`src/hw/c22r_cfg.svh`:
```
`ifndef C22R_CFG_SVH
`define C22R_CFG_SVH

// ************************************************************
// Register offsets
// ************************************************************
`define C22R_OFS_CTRL     5'h00
`define C22R_OFS_STAT     5'h01
`define C22R_OFS_IDH      5'h02
`define C22R_OFS_IDL      5'h03
`define C22R_OFS_MMDC     5'h0D
`define C22R_OFS_MMDD     5'h0E

// ************************************************************
// Reset values
// ************************************************************
`define C22R_RST_CTRL     16'h1100
`define C22R_RST_STAT     16'h1009
`define C22R_RST_MMDC     16'h0000
`define C22R_RST_MMDD     16'h0000

// ************************************************************
// Control word field positions
// ************************************************************
`define C22R_B_SFT_RST    15
`define C22R_B_LOOP       14
`define C22R_B_SPD_LO     13
`define C22R_B_AUTONEG_ENABLE_MIRROR      12
`define C22R_B_PD         11
`define C22R_B_ISO        10
`define C22R_B_RSVD9      9
`define C22R_B_DUPLEX     8
`define C22R_B_COLTEST    7
`define C22R_B_SPD_HI     6
`define C22R_B_UNIDIR     5

// ************************************************************
// Status word field positions
// ************************************************************
`define C22R_B_AN_DONE    5
`define C22R_B_LINK       2

// ************************************************************
// Management frame and timing
// ************************************************************
`define C22R_PRE_ONES     6'h20
`define C22R_HDR_BITS     4'hD
`define C22R_OP_RD        2'h2
`define C22R_OP_WR        2'h1
`define C22R_CLK_MHZ      40
`define C22R_SRST_NS      1000
`define C22R_SRST_CYC     ((`C22R_SRST_NS*`C22R_CLK_MHZ+999)/1000)

`endif

```
`src/hw/c22r_pkg.sv`:
```
package c22r_pkg;

  typedef enum logic [2:0] {
    C22R_PRE   = 3'b000,
    C22R_HDR   = 3'b001,
    C22R_RTA   = 3'b010,
    C22R_RDAT  = 3'b011,
    C22R_WTA   = 3'b100,
    C22R_WDAT  = 3'b101
  } c22r_state_e;

  typedef logic [15:0] c22r_word_t;

endpackage : c22r_pkg

```
`src/hw/c22r_regs.sv`:
```
`timescale 1ns/1ps
`include "c22r_cfg.svh"
// Summary of operation
// - Control word sits at offset 0x0 and resets to 0x1100, or to 0x1900 with the strap pin high.
// - Writing one to bit 15 runs a soft reset; bit self-clears, shared.
// - Bit 14 enables PCS loopback; read/write, shared with vendor alias.
// - Bit 12 reports autoneg enable, read-only here, resets to one.
// - Bit 11 enters soft power-down; management access keeps working.
// - Power-down reset value comes from strap pin; shared with vendor bit.
// - Bit 10 isolates the PHY from the MAC interface; resets to zero.
// - Bit 8 ignores writes, always reads one: full duplex only.
// - Bit 7 collision test ignores writes, always reads zero.
// - Speed bits 6 and 13 ignore writes, always read 00.
// - Bit 5 unidirectional enable ignores writes, always reads zero.
// - Aliased functions use one storage element seen from every address.
module c22r_regs #(
  parameter logic [15:0] ID_HIGH = 16'h1234, // Arbitrary value
  parameter logic [15:0] ID_LOW  = 16'h5678  // Arbitrary value
) (
  input  wire logic       sys_clk_i,
  input  wire logic       srst_i,
  input  wire logic       clk_en_i,
  input  wire logic       mdc_i,
  input  wire logic       mdio_in_i,
  output logic            mdio_out_o,
  output logic            mdio_oe_n_o,
  input  wire logic [4:0] phy_addr_i,
  input  wire logic       powerdown_strap_pin_i,
  input  wire logic       link_up_i,
  input  wire logic       an_complete_i,
  input  wire logic       vendor_soft_reset_bit_i,
  input  wire logic       vendor_loop_we_i,
  input  wire logic       vendor_loop_d_i,
  input  wire logic       vendor_powerdown_we_i,
  input  wire logic       vendor_powerdown_d_i,
  input  wire logic       autoneg_mirror_we_i,
  input  wire logic       autoneg_mirror_d_i,
  output logic            soft_reset_o,
  output logic            pcs_loop_enable_o,
  output logic            powerdown_o,
  output logic            mac_isolate_o,
  output logic            autoneg_enable_o
);

  // **********************************************************
  // Read decode
  // **********************************************************
  function automatic c22r_pkg::c22r_word_t rd_word(
    input logic [4:0] a,
    input logic       rst_b,
    input logic       loop_b,
    input logic       an_b,
    input logic       pd_b,
    input logic       iso_b,
    input logic       lnk_b,
    input logic       and_b,
    input c22r_pkg::c22r_word_t mc,
    input c22r_pkg::c22r_word_t md
  );
    c22r_pkg::c22r_word_t w;
    w = 16'h0000;
    unique case (a)
      `C22R_OFS_CTRL: begin
        w[`C22R_B_SFT_RST] = rst_b;
        w[`C22R_B_LOOP]    = loop_b;
        w[`C22R_B_AUTONEG_ENABLE_MIRROR]   = an_b;
        w[`C22R_B_PD]      = pd_b;
        w[`C22R_B_ISO]     = iso_b;
        w[`C22R_B_DUPLEX]  = 1'b1;
      end
      `C22R_OFS_STAT: begin
        w = `C22R_RST_STAT;
        w[`C22R_B_LINK]    = lnk_b;
        w[`C22R_B_AN_DONE] = and_b;
      end
      `C22R_OFS_IDH: w = ID_HIGH;
      `C22R_OFS_IDL: w = ID_LOW;
      `C22R_OFS_MMDC: w = mc;
      `C22R_OFS_MMDD: w = md;
      default: w = 16'h0000;
    endcase
    return w;
  endfunction : rd_word

  localparam c22r_pkg::c22r_word_t CTRL_RST = `C22R_RST_CTRL;

  // **********************************************************
  // State
  // **********************************************************
  c22r_pkg::c22r_state_e state_reg;
  logic [5:0]            cnt_reg;
  logic [15:0]           shf_reg;
  logic                  mdc_d_reg;
  logic                  rst_bit_reg;
  logic [7:0]            rst_cnt_reg;
  logic                  link_lat_reg;
  c22r_pkg::c22r_word_t  mmdc_reg;
  c22r_pkg::c22r_word_t  mmdd_reg;

  // **********************************************************
  // Frame decode
  // **********************************************************
  wire       rise      = mdc_i & ~mdc_d_reg;
  wire       step      = clk_en_i & rise;
  wire [15:0] shf_in   = {shf_reg[14:0], mdio_in_i};
  wire       hdr_done  = (state_reg == c22r_pkg::C22R_HDR) &&
                         (cnt_reg[3:0] == `C22R_HDR_BITS - 4'h1);
  // shf_in[12:0] = ST low bit, OP, PHY address, register address
  wire       hdr_st    = shf_in[12];
  wire [1:0] hdr_op    = shf_in[11:10];
  wire [4:0] hdr_phy   = shf_in[9:5];
  wire [4:0] hdr_reg   = shf_in[4:0];
  wire       hdr_me    = hdr_st && (hdr_phy == phy_addr_i);
  wire       go_rd     = step && hdr_done && hdr_me &&
                         (hdr_op == `C22R_OP_RD);
  wire       go_wr     = step && hdr_done && hdr_me &&
                         (hdr_op == `C22R_OP_WR);
  wire       wr_done   = step && (state_reg == c22r_pkg::C22R_WDAT) &&
                         (cnt_reg == 6'h0F);
  logic [4:0] addr_reg;
  wire       wr_ctrl   = wr_done && (addr_reg == `C22R_OFS_CTRL);
  wire       rd_stat   = go_rd && (hdr_reg == `C22R_OFS_STAT);
  wire [15:0] rd_val   = rd_word(hdr_reg, rst_bit_reg, pcs_loop_enable_o,
                                 autoneg_enable_o, powerdown_o,
                                 mac_isolate_o, link_lat_reg,
                                 an_complete_i, mmdc_reg, mmdd_reg);

  // **********************************************************
  // Management frame engine
  // **********************************************************
  // Sampling and driving both on the rising management clock edge
  // gives the host a full management clock period of setup.
  always_ff @(posedge sys_clk_i) begin
    if (srst_i) begin
      state_reg   <= c22r_pkg::C22R_PRE;
      cnt_reg     <= 6'h00;
      shf_reg     <= 16'h0000;
      addr_reg    <= 5'h00;
      // Track pin level so an idle-high MDC gives no false rise
      mdc_d_reg   <= mdc_i;
      mdio_out_o  <= 1'b1;
      mdio_oe_n_o <= 1'b1;
    end else if (clk_en_i) begin
      mdc_d_reg <= mdc_i;
      if (rise) begin
        shf_reg <= shf_in;
        unique case (state_reg)
          c22r_pkg::C22R_PRE: begin
            // Preamble suppression unsupported: 32 ones required
            if (mdio_in_i) begin
              if (cnt_reg != `C22R_PRE_ONES) cnt_reg <= cnt_reg + 6'h01;
            end else if (cnt_reg == `C22R_PRE_ONES) begin
              state_reg <= c22r_pkg::C22R_HDR;
              cnt_reg   <= 6'h00;
            end else begin
              cnt_reg <= 6'h00;
            end
          end
          c22r_pkg::C22R_HDR: begin
            cnt_reg  <= cnt_reg + 6'h01;
            addr_reg <= hdr_reg;
            if (hdr_done) begin
              cnt_reg   <= 6'h00;
              state_reg <= go_rd ? c22r_pkg::C22R_RTA :
                           go_wr ? c22r_pkg::C22R_WTA :
                                   c22r_pkg::C22R_PRE;
              if (go_rd) shf_reg <= rd_val;
            end
          end
          c22r_pkg::C22R_RTA: begin
            shf_reg     <= shf_reg;
            mdio_out_o  <= 1'b0;
            mdio_oe_n_o <= 1'b0;
            state_reg   <= c22r_pkg::C22R_RDAT;
          end
          c22r_pkg::C22R_RDAT: begin
            shf_reg <= {shf_reg[14:0], 1'b0};
            cnt_reg <= cnt_reg + 6'h01;
            mdio_out_o <= shf_reg[15];
            if (cnt_reg == 6'h10) begin
              mdio_out_o  <= 1'b1;
              mdio_oe_n_o <= 1'b1;
              cnt_reg     <= 6'h00;
              state_reg   <= c22r_pkg::C22R_PRE;
            end
          end
          c22r_pkg::C22R_WTA: begin
            cnt_reg <= cnt_reg + 6'h01;
            if (cnt_reg == 6'h01) begin
              cnt_reg   <= 6'h00;
              state_reg <= c22r_pkg::C22R_WDAT;
            end
          end
          c22r_pkg::C22R_WDAT: begin
            cnt_reg <= cnt_reg + 6'h01;
            if (wr_done) begin
              cnt_reg   <= 6'h00;
              state_reg <= c22r_pkg::C22R_PRE;
            end
          end
          default: state_reg <= c22r_pkg::C22R_PRE;
        endcase
      end
    end
  end

  // **********************************************************
  // Control word storage, one element per aliased function
  // **********************************************************
  wire rst_start = (wr_ctrl && shf_in[`C22R_B_SFT_RST]) ||
                   vendor_soft_reset_bit_i;
  wire rst_end   = rst_bit_reg &&
                   (rst_cnt_reg == 8'(`C22R_SRST_CYC - 1));

  always_ff @(posedge sys_clk_i) begin
    if (srst_i) begin
      rst_bit_reg       <= 1'b0;
      rst_cnt_reg       <= 8'h00;
      soft_reset_o      <= 1'b0;
      pcs_loop_enable_o <= CTRL_RST[`C22R_B_LOOP];
      autoneg_enable_o  <= CTRL_RST[`C22R_B_AUTONEG_ENABLE_MIRROR];
      powerdown_o       <= powerdown_strap_pin_i;
      mac_isolate_o     <= CTRL_RST[`C22R_B_ISO];
    end else if (clk_en_i) begin
      if (rst_start && !rst_bit_reg) begin
        rst_bit_reg  <= 1'b1;
        rst_cnt_reg  <= 8'h00;
        soft_reset_o <= 1'b1;
      end else if (rst_end) begin // self-clearing
        rst_bit_reg       <= 1'b0;
        soft_reset_o      <= 1'b0;
        pcs_loop_enable_o <= 1'b0;
        mac_isolate_o     <= 1'b0;
      end else if (rst_bit_reg) begin
        rst_cnt_reg <= rst_cnt_reg + 8'h01;
      end
      if (!rst_bit_reg) begin
        // Vendor alias first; a management write in the same cycle wins
        if (vendor_loop_we_i) pcs_loop_enable_o <= vendor_loop_d_i;
        if (vendor_powerdown_we_i) powerdown_o <= vendor_powerdown_d_i;
        if (autoneg_mirror_we_i) autoneg_enable_o <= autoneg_mirror_d_i;
        if (wr_ctrl) begin
          pcs_loop_enable_o <= shf_in[`C22R_B_LOOP];
          powerdown_o       <= shf_in[`C22R_B_PD];
          mac_isolate_o     <= shf_in[`C22R_B_ISO];
        end
      end
    end
  end

  // **********************************************************
  // Status latch and indirect access words
  // **********************************************************
  // Frame engine is never gated by power-down, so access stays live
  always_ff @(posedge sys_clk_i) begin
    if (srst_i) begin
      link_lat_reg <= 1'b0;
      mmdc_reg     <= `C22R_RST_MMDC;
      mmdd_reg     <= `C22R_RST_MMDD;
    end else if (clk_en_i) begin
      // Link drop wins over the set-on-read
      if (!link_up_i) link_lat_reg <= 1'b0;
      else if (rd_stat) link_lat_reg <= 1'b1;
      if (wr_done && addr_reg == `C22R_OFS_MMDC) mmdc_reg <= shf_in;
      if (wr_done && addr_reg == `C22R_OFS_MMDD) mmdd_reg <= shf_in;
    end
  end

endmodule : c22r_regs

```
`config.mk`:
```
export PLATFORM = sky130hd
export DESIGN_NAME = c22r_regs
export DESIGN_NICKNAME = d
export VERILOG_FILES = /design/src/hw/c22r_pkg.sv /design/src/hw/c22r_regs.sv
export VERILOG_INCLUDE_DIRS = /design/src /design/src/hw
export SDC_FILE = /design/constraint.sdc
export NUM_CORES = 1
export LEC_CHECK = 0
export ABC_AREA = 1
export BUFFER_PORTS_ARGS = -buffer_cell sky130_fd_sc_hd__buf_4
export CORE_ASPECT_RATIO = 0.75
export CORE_MARGIN = 2
export CORE_UTILIZATION = 40
export DETAILED_ROUTE_END_ITERATION = 16
export SETUP_SLACK_MARGIN = 0.05
export SLEW_MARGIN = 20
export SYNTH_ARGS = -nofsm -noshare
export SYNTH_HDL_FRONTEND = slang
export SYNTH_SLANG_ARGS = --single-unit
```
`constraint.sdc`:
```
create_clock -name sys_clk_i -period 4.65 [get_ports sys_clk_i]
set_input_delay 0.6975 -clock sys_clk_i [delete_from_list [all_inputs] [get_ports sys_clk_i]]
set_output_delay 0.6975 -clock sys_clk_i [all_outputs]
set_load 0.01 [all_outputs]
```
# == Word-level counts from Yosys, hierarchy flattened ==
# Index checks and enable logic that the tools add are counted.
# classes
bitwise,5
n_eq_ne,32
mul,0
order_cmp,0
shift,0
div,0
n_addsub,2
n_reduce_logical,41
mux,52
# ops
op,n
16-bit one-hot mux with 3 select lines,1
8-bit one-hot mux with 5 select lines,1
6-bit two-way mux,6
16-bit two-way mux,2
6-bit one-hot mux with 5 select lines,1
3-bit two-way mux,8
8-bit two-way mux,3
1-bit two-way mux,22
"5-bit by 4-bit == test with 1-bit output, second input constant",4
3-bit one-hot mux with 6 select lines,1
3-bit AND reduction,6
1-bit logical AND,15
3-bit one-hot mux with 5 select lines,1
"2-bit inequality test, second input constant",7
"5-bit by 2-bit == test with 1-bit output, second input constant",2
5-bit logical NOT,2
"8-bit by 1-bit adder with 8-bit output, second input constant",1
"8-bit by 6-bit == test with 1-bit output, second input constant",1
2-bit one-hot mux with 4 select lines,1
2-bit AND reduction,4
4-bit AND reduction,2
8-bit AND reduction,1
2-bit nonzero test,4
"6-bit by 1-bit adder with 6-bit output, second input constant",1
25 further kinds,35
# word_totals
word_cells,148
latchBits,0
ram_bits,0
rom_bits,0
register_bits,79
memories,0
out_inout_bits,7
input_bits,20

# == Longest topological paths before layout ==
# depth
ltp_word,13
ltp_mapped,13
ltp_nobuf,13

# == Worst setup path after synthesis ==
# Ideal clock, no wire load.
# synth_path
path_type,input to register
from,in phy_addr_i[1]
to,reg shf_reg[4]
cell_stages,13
setup_ns,0.109
path_slack_ns,2.918
path_buffers,2
required_ns,4.541
t_arrival_ns,1.623
path_cell_list,inv_1 -> nand2_1 -> nand2_1 -> nor2_1 -> nand3_2 -> nor2_4 -> nand2_2 -> buf_6 -> buf_6 -> nand2_1 -> nand3_1 -> nand2_1 -> inv_1
# synth_between
elab_chain_len,7
# synth_rtl
element,line_no,text
start: declaration,c22r_regs.sv:27,"input wire logic [4:0] phy_addr_i,"
5-bit == test,c22r_regs.sv:113,wire hdr_me = hdr_st && (hdr_phy == phy_addr_i);
1-bit logical AND,c22r_regs.sv:113,
1-bit logical AND (2 in series),c22r_regs.sv:114,wire go_rd = step && hdr_done && hdr_me &&
16-bit two-way mux,c22r_regs.sv:167,if (go_rd) shf_reg <= rd_val;
16-bit two-way mux,c22r_regs.sv:162,if (hdr_done) begin
16-bit one-hot mux with 3 select lines,c22r_regs.sv:147,unique case (state_reg)
end signal: assignment,c22r_regs.sv:146,shf_reg <= shf_in;
end signal: assignment,c22r_regs.sv:167,
end signal: assignment,c22r_regs.sv:171,shf_reg <= shf_reg;
end: declaration,c22r_regs.sv:92,logic [15:0] shf_reg;
# Every way passes these cells.
# A chain may end at the register's enable or synchronous reset.

# == Worst setup path in the final report ==
# layout_path
from,reg cnt_reg[0]
to,reg shf_reg[2]
# layout_between
elab_chain_len,8
# layout_rtl
element,line_no,text
start: declaration,c22r_regs.sv:91,logic [5:0] cnt_reg;
start signal: assignment,c22r_regs.sv:151,if (cnt_reg != `C22R_PRE_ONES) cnt_reg <= cnt_reg + 6'h01;
start signal: assignment,c22r_regs.sv:160,cnt_reg <= cnt_reg + 6'h01;
start signal: assignment,c22r_regs.sv:178,cnt_reg <= cnt_reg + 6'h01;
4-bit == test *,c22r_regs.sv:107,(cnt_reg[3:0] == `C22R_HDR_BITS - 4'h1);
1-bit logical AND *,c22r_regs.sv:106,wire hdr_done = (state_reg == c22r_pkg::C22R_HDR) &&
1-bit logical AND (3 in series),c22r_regs.sv:114,
16-bit two-way mux,c22r_regs.sv:167,
16-bit two-way mux *,c22r_regs.sv:162,
16-bit one-hot mux with 3 select lines *,c22r_regs.sv:147,
# Mark *: on every way between the ends. The rest lies on a longest branch, timed or not.

==> flow_metrics.py <==
metrics = {
    "clock_network": {
        "cts_sinks": 79,
        "cts_root_buf": "clkbuf_16",
        "cts_buffer_depth": 2,
        "cts-htree-levels": 3,
        "clk_pin_slew_worst_paths_ns": 0.06,
        "postCtsHoldBufs": 0,
        "cts_tree": "yes",
        "postCtsSetupRepairBufs": 0,
        "clk_latency_ns": 0.34,
        "cts_resized": 0,
        "cts_buffers": 9,
    },
    "hold_path": {
        "hold_class": "flip-flop to flip-flop",
    },
    "placement": {
        "hpwlAfterDp_um": 7160,
        "portBuffers": 26,
        "place_congestion": 0.869,
        "place_ws_ns": 2.15,
    },
    "sta": {
        "max_freq_mhz": 410,
        "worstMarginPinSlew_ns": 0.807,
        "fin_crit_sh": 0.525,
        "maxSlewViolCount": 0,
        "layout_setup_ws_ns": 2.21,
        "setup_violations": 0,
        "setup_tns_ns": 0,
        "grt_setup_unrepaired": "false",
        "finalCriticalPeriod_ns": 2.44,
        "finalHoldViolCount": 0,
        "max-slew-margin-rel": 0.460,
        "clock_skew_ns": 0.00681,
    },
    "die": {
        "die_h_um": 91.5,
        "die-area_um2": 11000,
        "rows": 31,
        "dieWidth_um": 121,
        "core_area_um2": 9810,
        "io-pin-count": 27,
        "initial_core_util": 0.416,
    },
    "setup_path": {
        "critPathKind": "flip-flop to flip-flop",
        "arrival_ns": 2.73,
        "cp-end-kind": "flip-flop",
        "cp-start-kind": "flip-flop",
        "required_ns": 4.94,
        "worstPathMaxFanout": 20,
    },
    "synth": {
        "syn_nets": 621,
        "synth_edf_count": 2,
        "synth-seq-area-share": 0.392,
        "ys_async_sr_fraction": 0,
        "synthDistinctLibCells": 39,
        "synth_seq_cells": 79,
        "synth-main-ff-cell": "dfxtp_1",
        "synthesis.area_um2": 4090,
        "synth_area_per_cell_um2": 6.84,
        "yosysWarningCount": 0,
        "syn_inst": 597,
    },
    "pwr": {
        "worst_ir_drop_vdd_uv": 177,
        "pwr_density_cell_nw_per_um2": 333,
        "leakage_nw": 1.91,
    },
    "route": {
        "routed_wl_um": 10400,
        "drt_iter0_drc": 275,
        "drtAntennaViolNets": 0,
        "drtPass1Iterations": 5,
        "wl_per_cell_um": 13.8,
        "viasPerCell": 5.09,
        "vias": 3814,
        "drcViolationCount": 0,
    },
    "flow_run": {
        "maxCapViolCount": 0,
    },
    "outcome": {
        "status": "finished clean",
    },
    "global_route": {
        "track_usage": 0.200,
        "grt_pass1_wl_um": 17500,
        "antenna_found_initial": 0,
        "grt_max_degree": 33,
        "grt_pass1_vias": 3558,
        "grt_overflow": 0,
    },
    "final_layout": {
        "drive_gt1_frac": 0.123,
        "syn2layout_area_growth_pct": 13.2,
        "diodes": 0,
        "layout.nets": 637,
    },
}
-- critical path, cell delays in order, from the launching register on --
cell and delay, ns:
dfxtp_1 0.34, inv_1 0.10, ha_1 0.17, nand3_1 0.16
nor2_2 0.25, nand3_2 0.12, nor2_4 0.15, nand2_2 0.28
inv_1 0.44, o21ai_0 0.18, nand2_1 0.10, nand2_1 0.05
inv_1 0.04
-- cell usage after synthesis, drive strengths merged, types with 2 or more instances --
master / number / area, um^2
a211oi: 3 / 22.5
a21oi: 80 / 449
buf: 12 / 98.8
clkbuf: 11 / 42.5
dfxtp: 77 / 1540
edfxtp: 2 / 60.1
ha: 4 / 50.1
inv: 86 / 323
nand2: 129 / 492
nand3: 31 / 175
nand4: 5 / 31.3
nor2: 56 / 223
nor3: 11 / 55.1
nor4: 2 / 27.5
o211ai: 4 / 30.0
o21ai: 69 / 353
o31ai: 2 / 15.0
xnor2: 2 / 17.5
xor2: 3 / 26.3
-- layout make-up --
| type | count | area (um^2) |
|---|---|---|
| sequential | 79 | 1600 |
| timing repair buffer | 28 | 210 |
| tap | 132 | 165 |
| clock inverter | 4 | 45.0 |
| clock buffer | 12 | 256 |
| multi-input combinational | 408 | 2020 |
| inverter | 87 | 328 |
| fill | 1011 | 5190 |
-- metrics by stage --
| step | std cells | hold slack (ns) | instance area (um^2) | utilization | power, mW |
|---|---|---|---|---|---|
| after floorplan | 597 | 0.434 | 4090 | - | 0.789 |
| after global placement | 734 | 0.450 | 4320 | 0.440 | 0.832 |
| after detailed placement | 734 | 0.467 | 4320 | 0.440 | 0.834 |
| after CTS | 750 | 0.475 | 4620 | 0.471 | 1.55 |
| after global routing | 750 | 0.515 | 4620 | 0.471 | 1.60 |
| final | 750 | 0.467 | 4620 | 0.471 | 1.54 |
-- metal layers --
metal,up-vias,global-route usage,part of all wire
li1,1971,-,-
met1,1743,0.276,0.50
met2,90,0.304,0.44
met3,10,0.0496,0.047
met4,0,0.0669,0.013
met5,-,0,0
-- cell families after synthesis --
logic type | after synthesis | synth area share
compound gates | 163 | 0.222
xor+xnor | 5 | 0.0107
fa+ha+maj | 4 | 0.0122
buf+inv | 110 | 0.115
flops | 79 | 0.392
simple gates | 236 | 0.249
-- path summary, 6_finish.rpt --
path / cells after the start / from / slack [ns] / to
setup / recovery: 12 / cnt_reg[0] / 2.21 / shf_reg[2]
hold / removal: 2 / mdio_oe_n_o / 0.47 / mdio_oe_n_o
setup reg to reg: 12 / cnt_reg[0] / 2.21 / shf_reg[2]
hold reg to reg: 2 / mdio_oe_n_o / 0.47 / mdio_oe_n_o
-- layout by cell type (no fill, tap or decap), types with 2 or more instances in the layout --
cell | synthesis | layout
nand2_1 | 126 | 126
inv_1 | 81 | 81
dfxtp_1 | 77 | 77
a21oi_1 | 67 | 67
nor2_1 | 53 | 52
o21ai_0 | 49 | 49
buf_4 | 3 | 28
nand3_1 | 27 | 27
o21ai_1 | 18 | 18
a21oi_2 | 13 | 13
nor3_1 | 11 | 11
clkbuf_16 | 0 | 9
inv_2 | 5 | 5
nand4_1 | 5 | 5
clkinv_2 | 1 | 4
nand3_2 | 4 | 4
o211ai_1 | 4 | 4
ha_1 | 4 | 4
nor2_2 | 2 | 3
nand2_2 | 3 | 3
a211oi_1 | 3 | 3
xor2_1 | 3 | 3
o21ai_2 | 2 | 2
xnor2_1 | 2 | 2
o31ai_1 | 2 | 2
clkbuf_8 | 0 | 2
edfxtp_1 | 2 | 2
-- report_power, final --
part           internal, mW  switching, mW
clock                 0.442          0.276
combinational        0.0408         0.0747
sequential            0.692         0.0125
total                  1.18          0.363
Power figures use the tool's default switching activity.
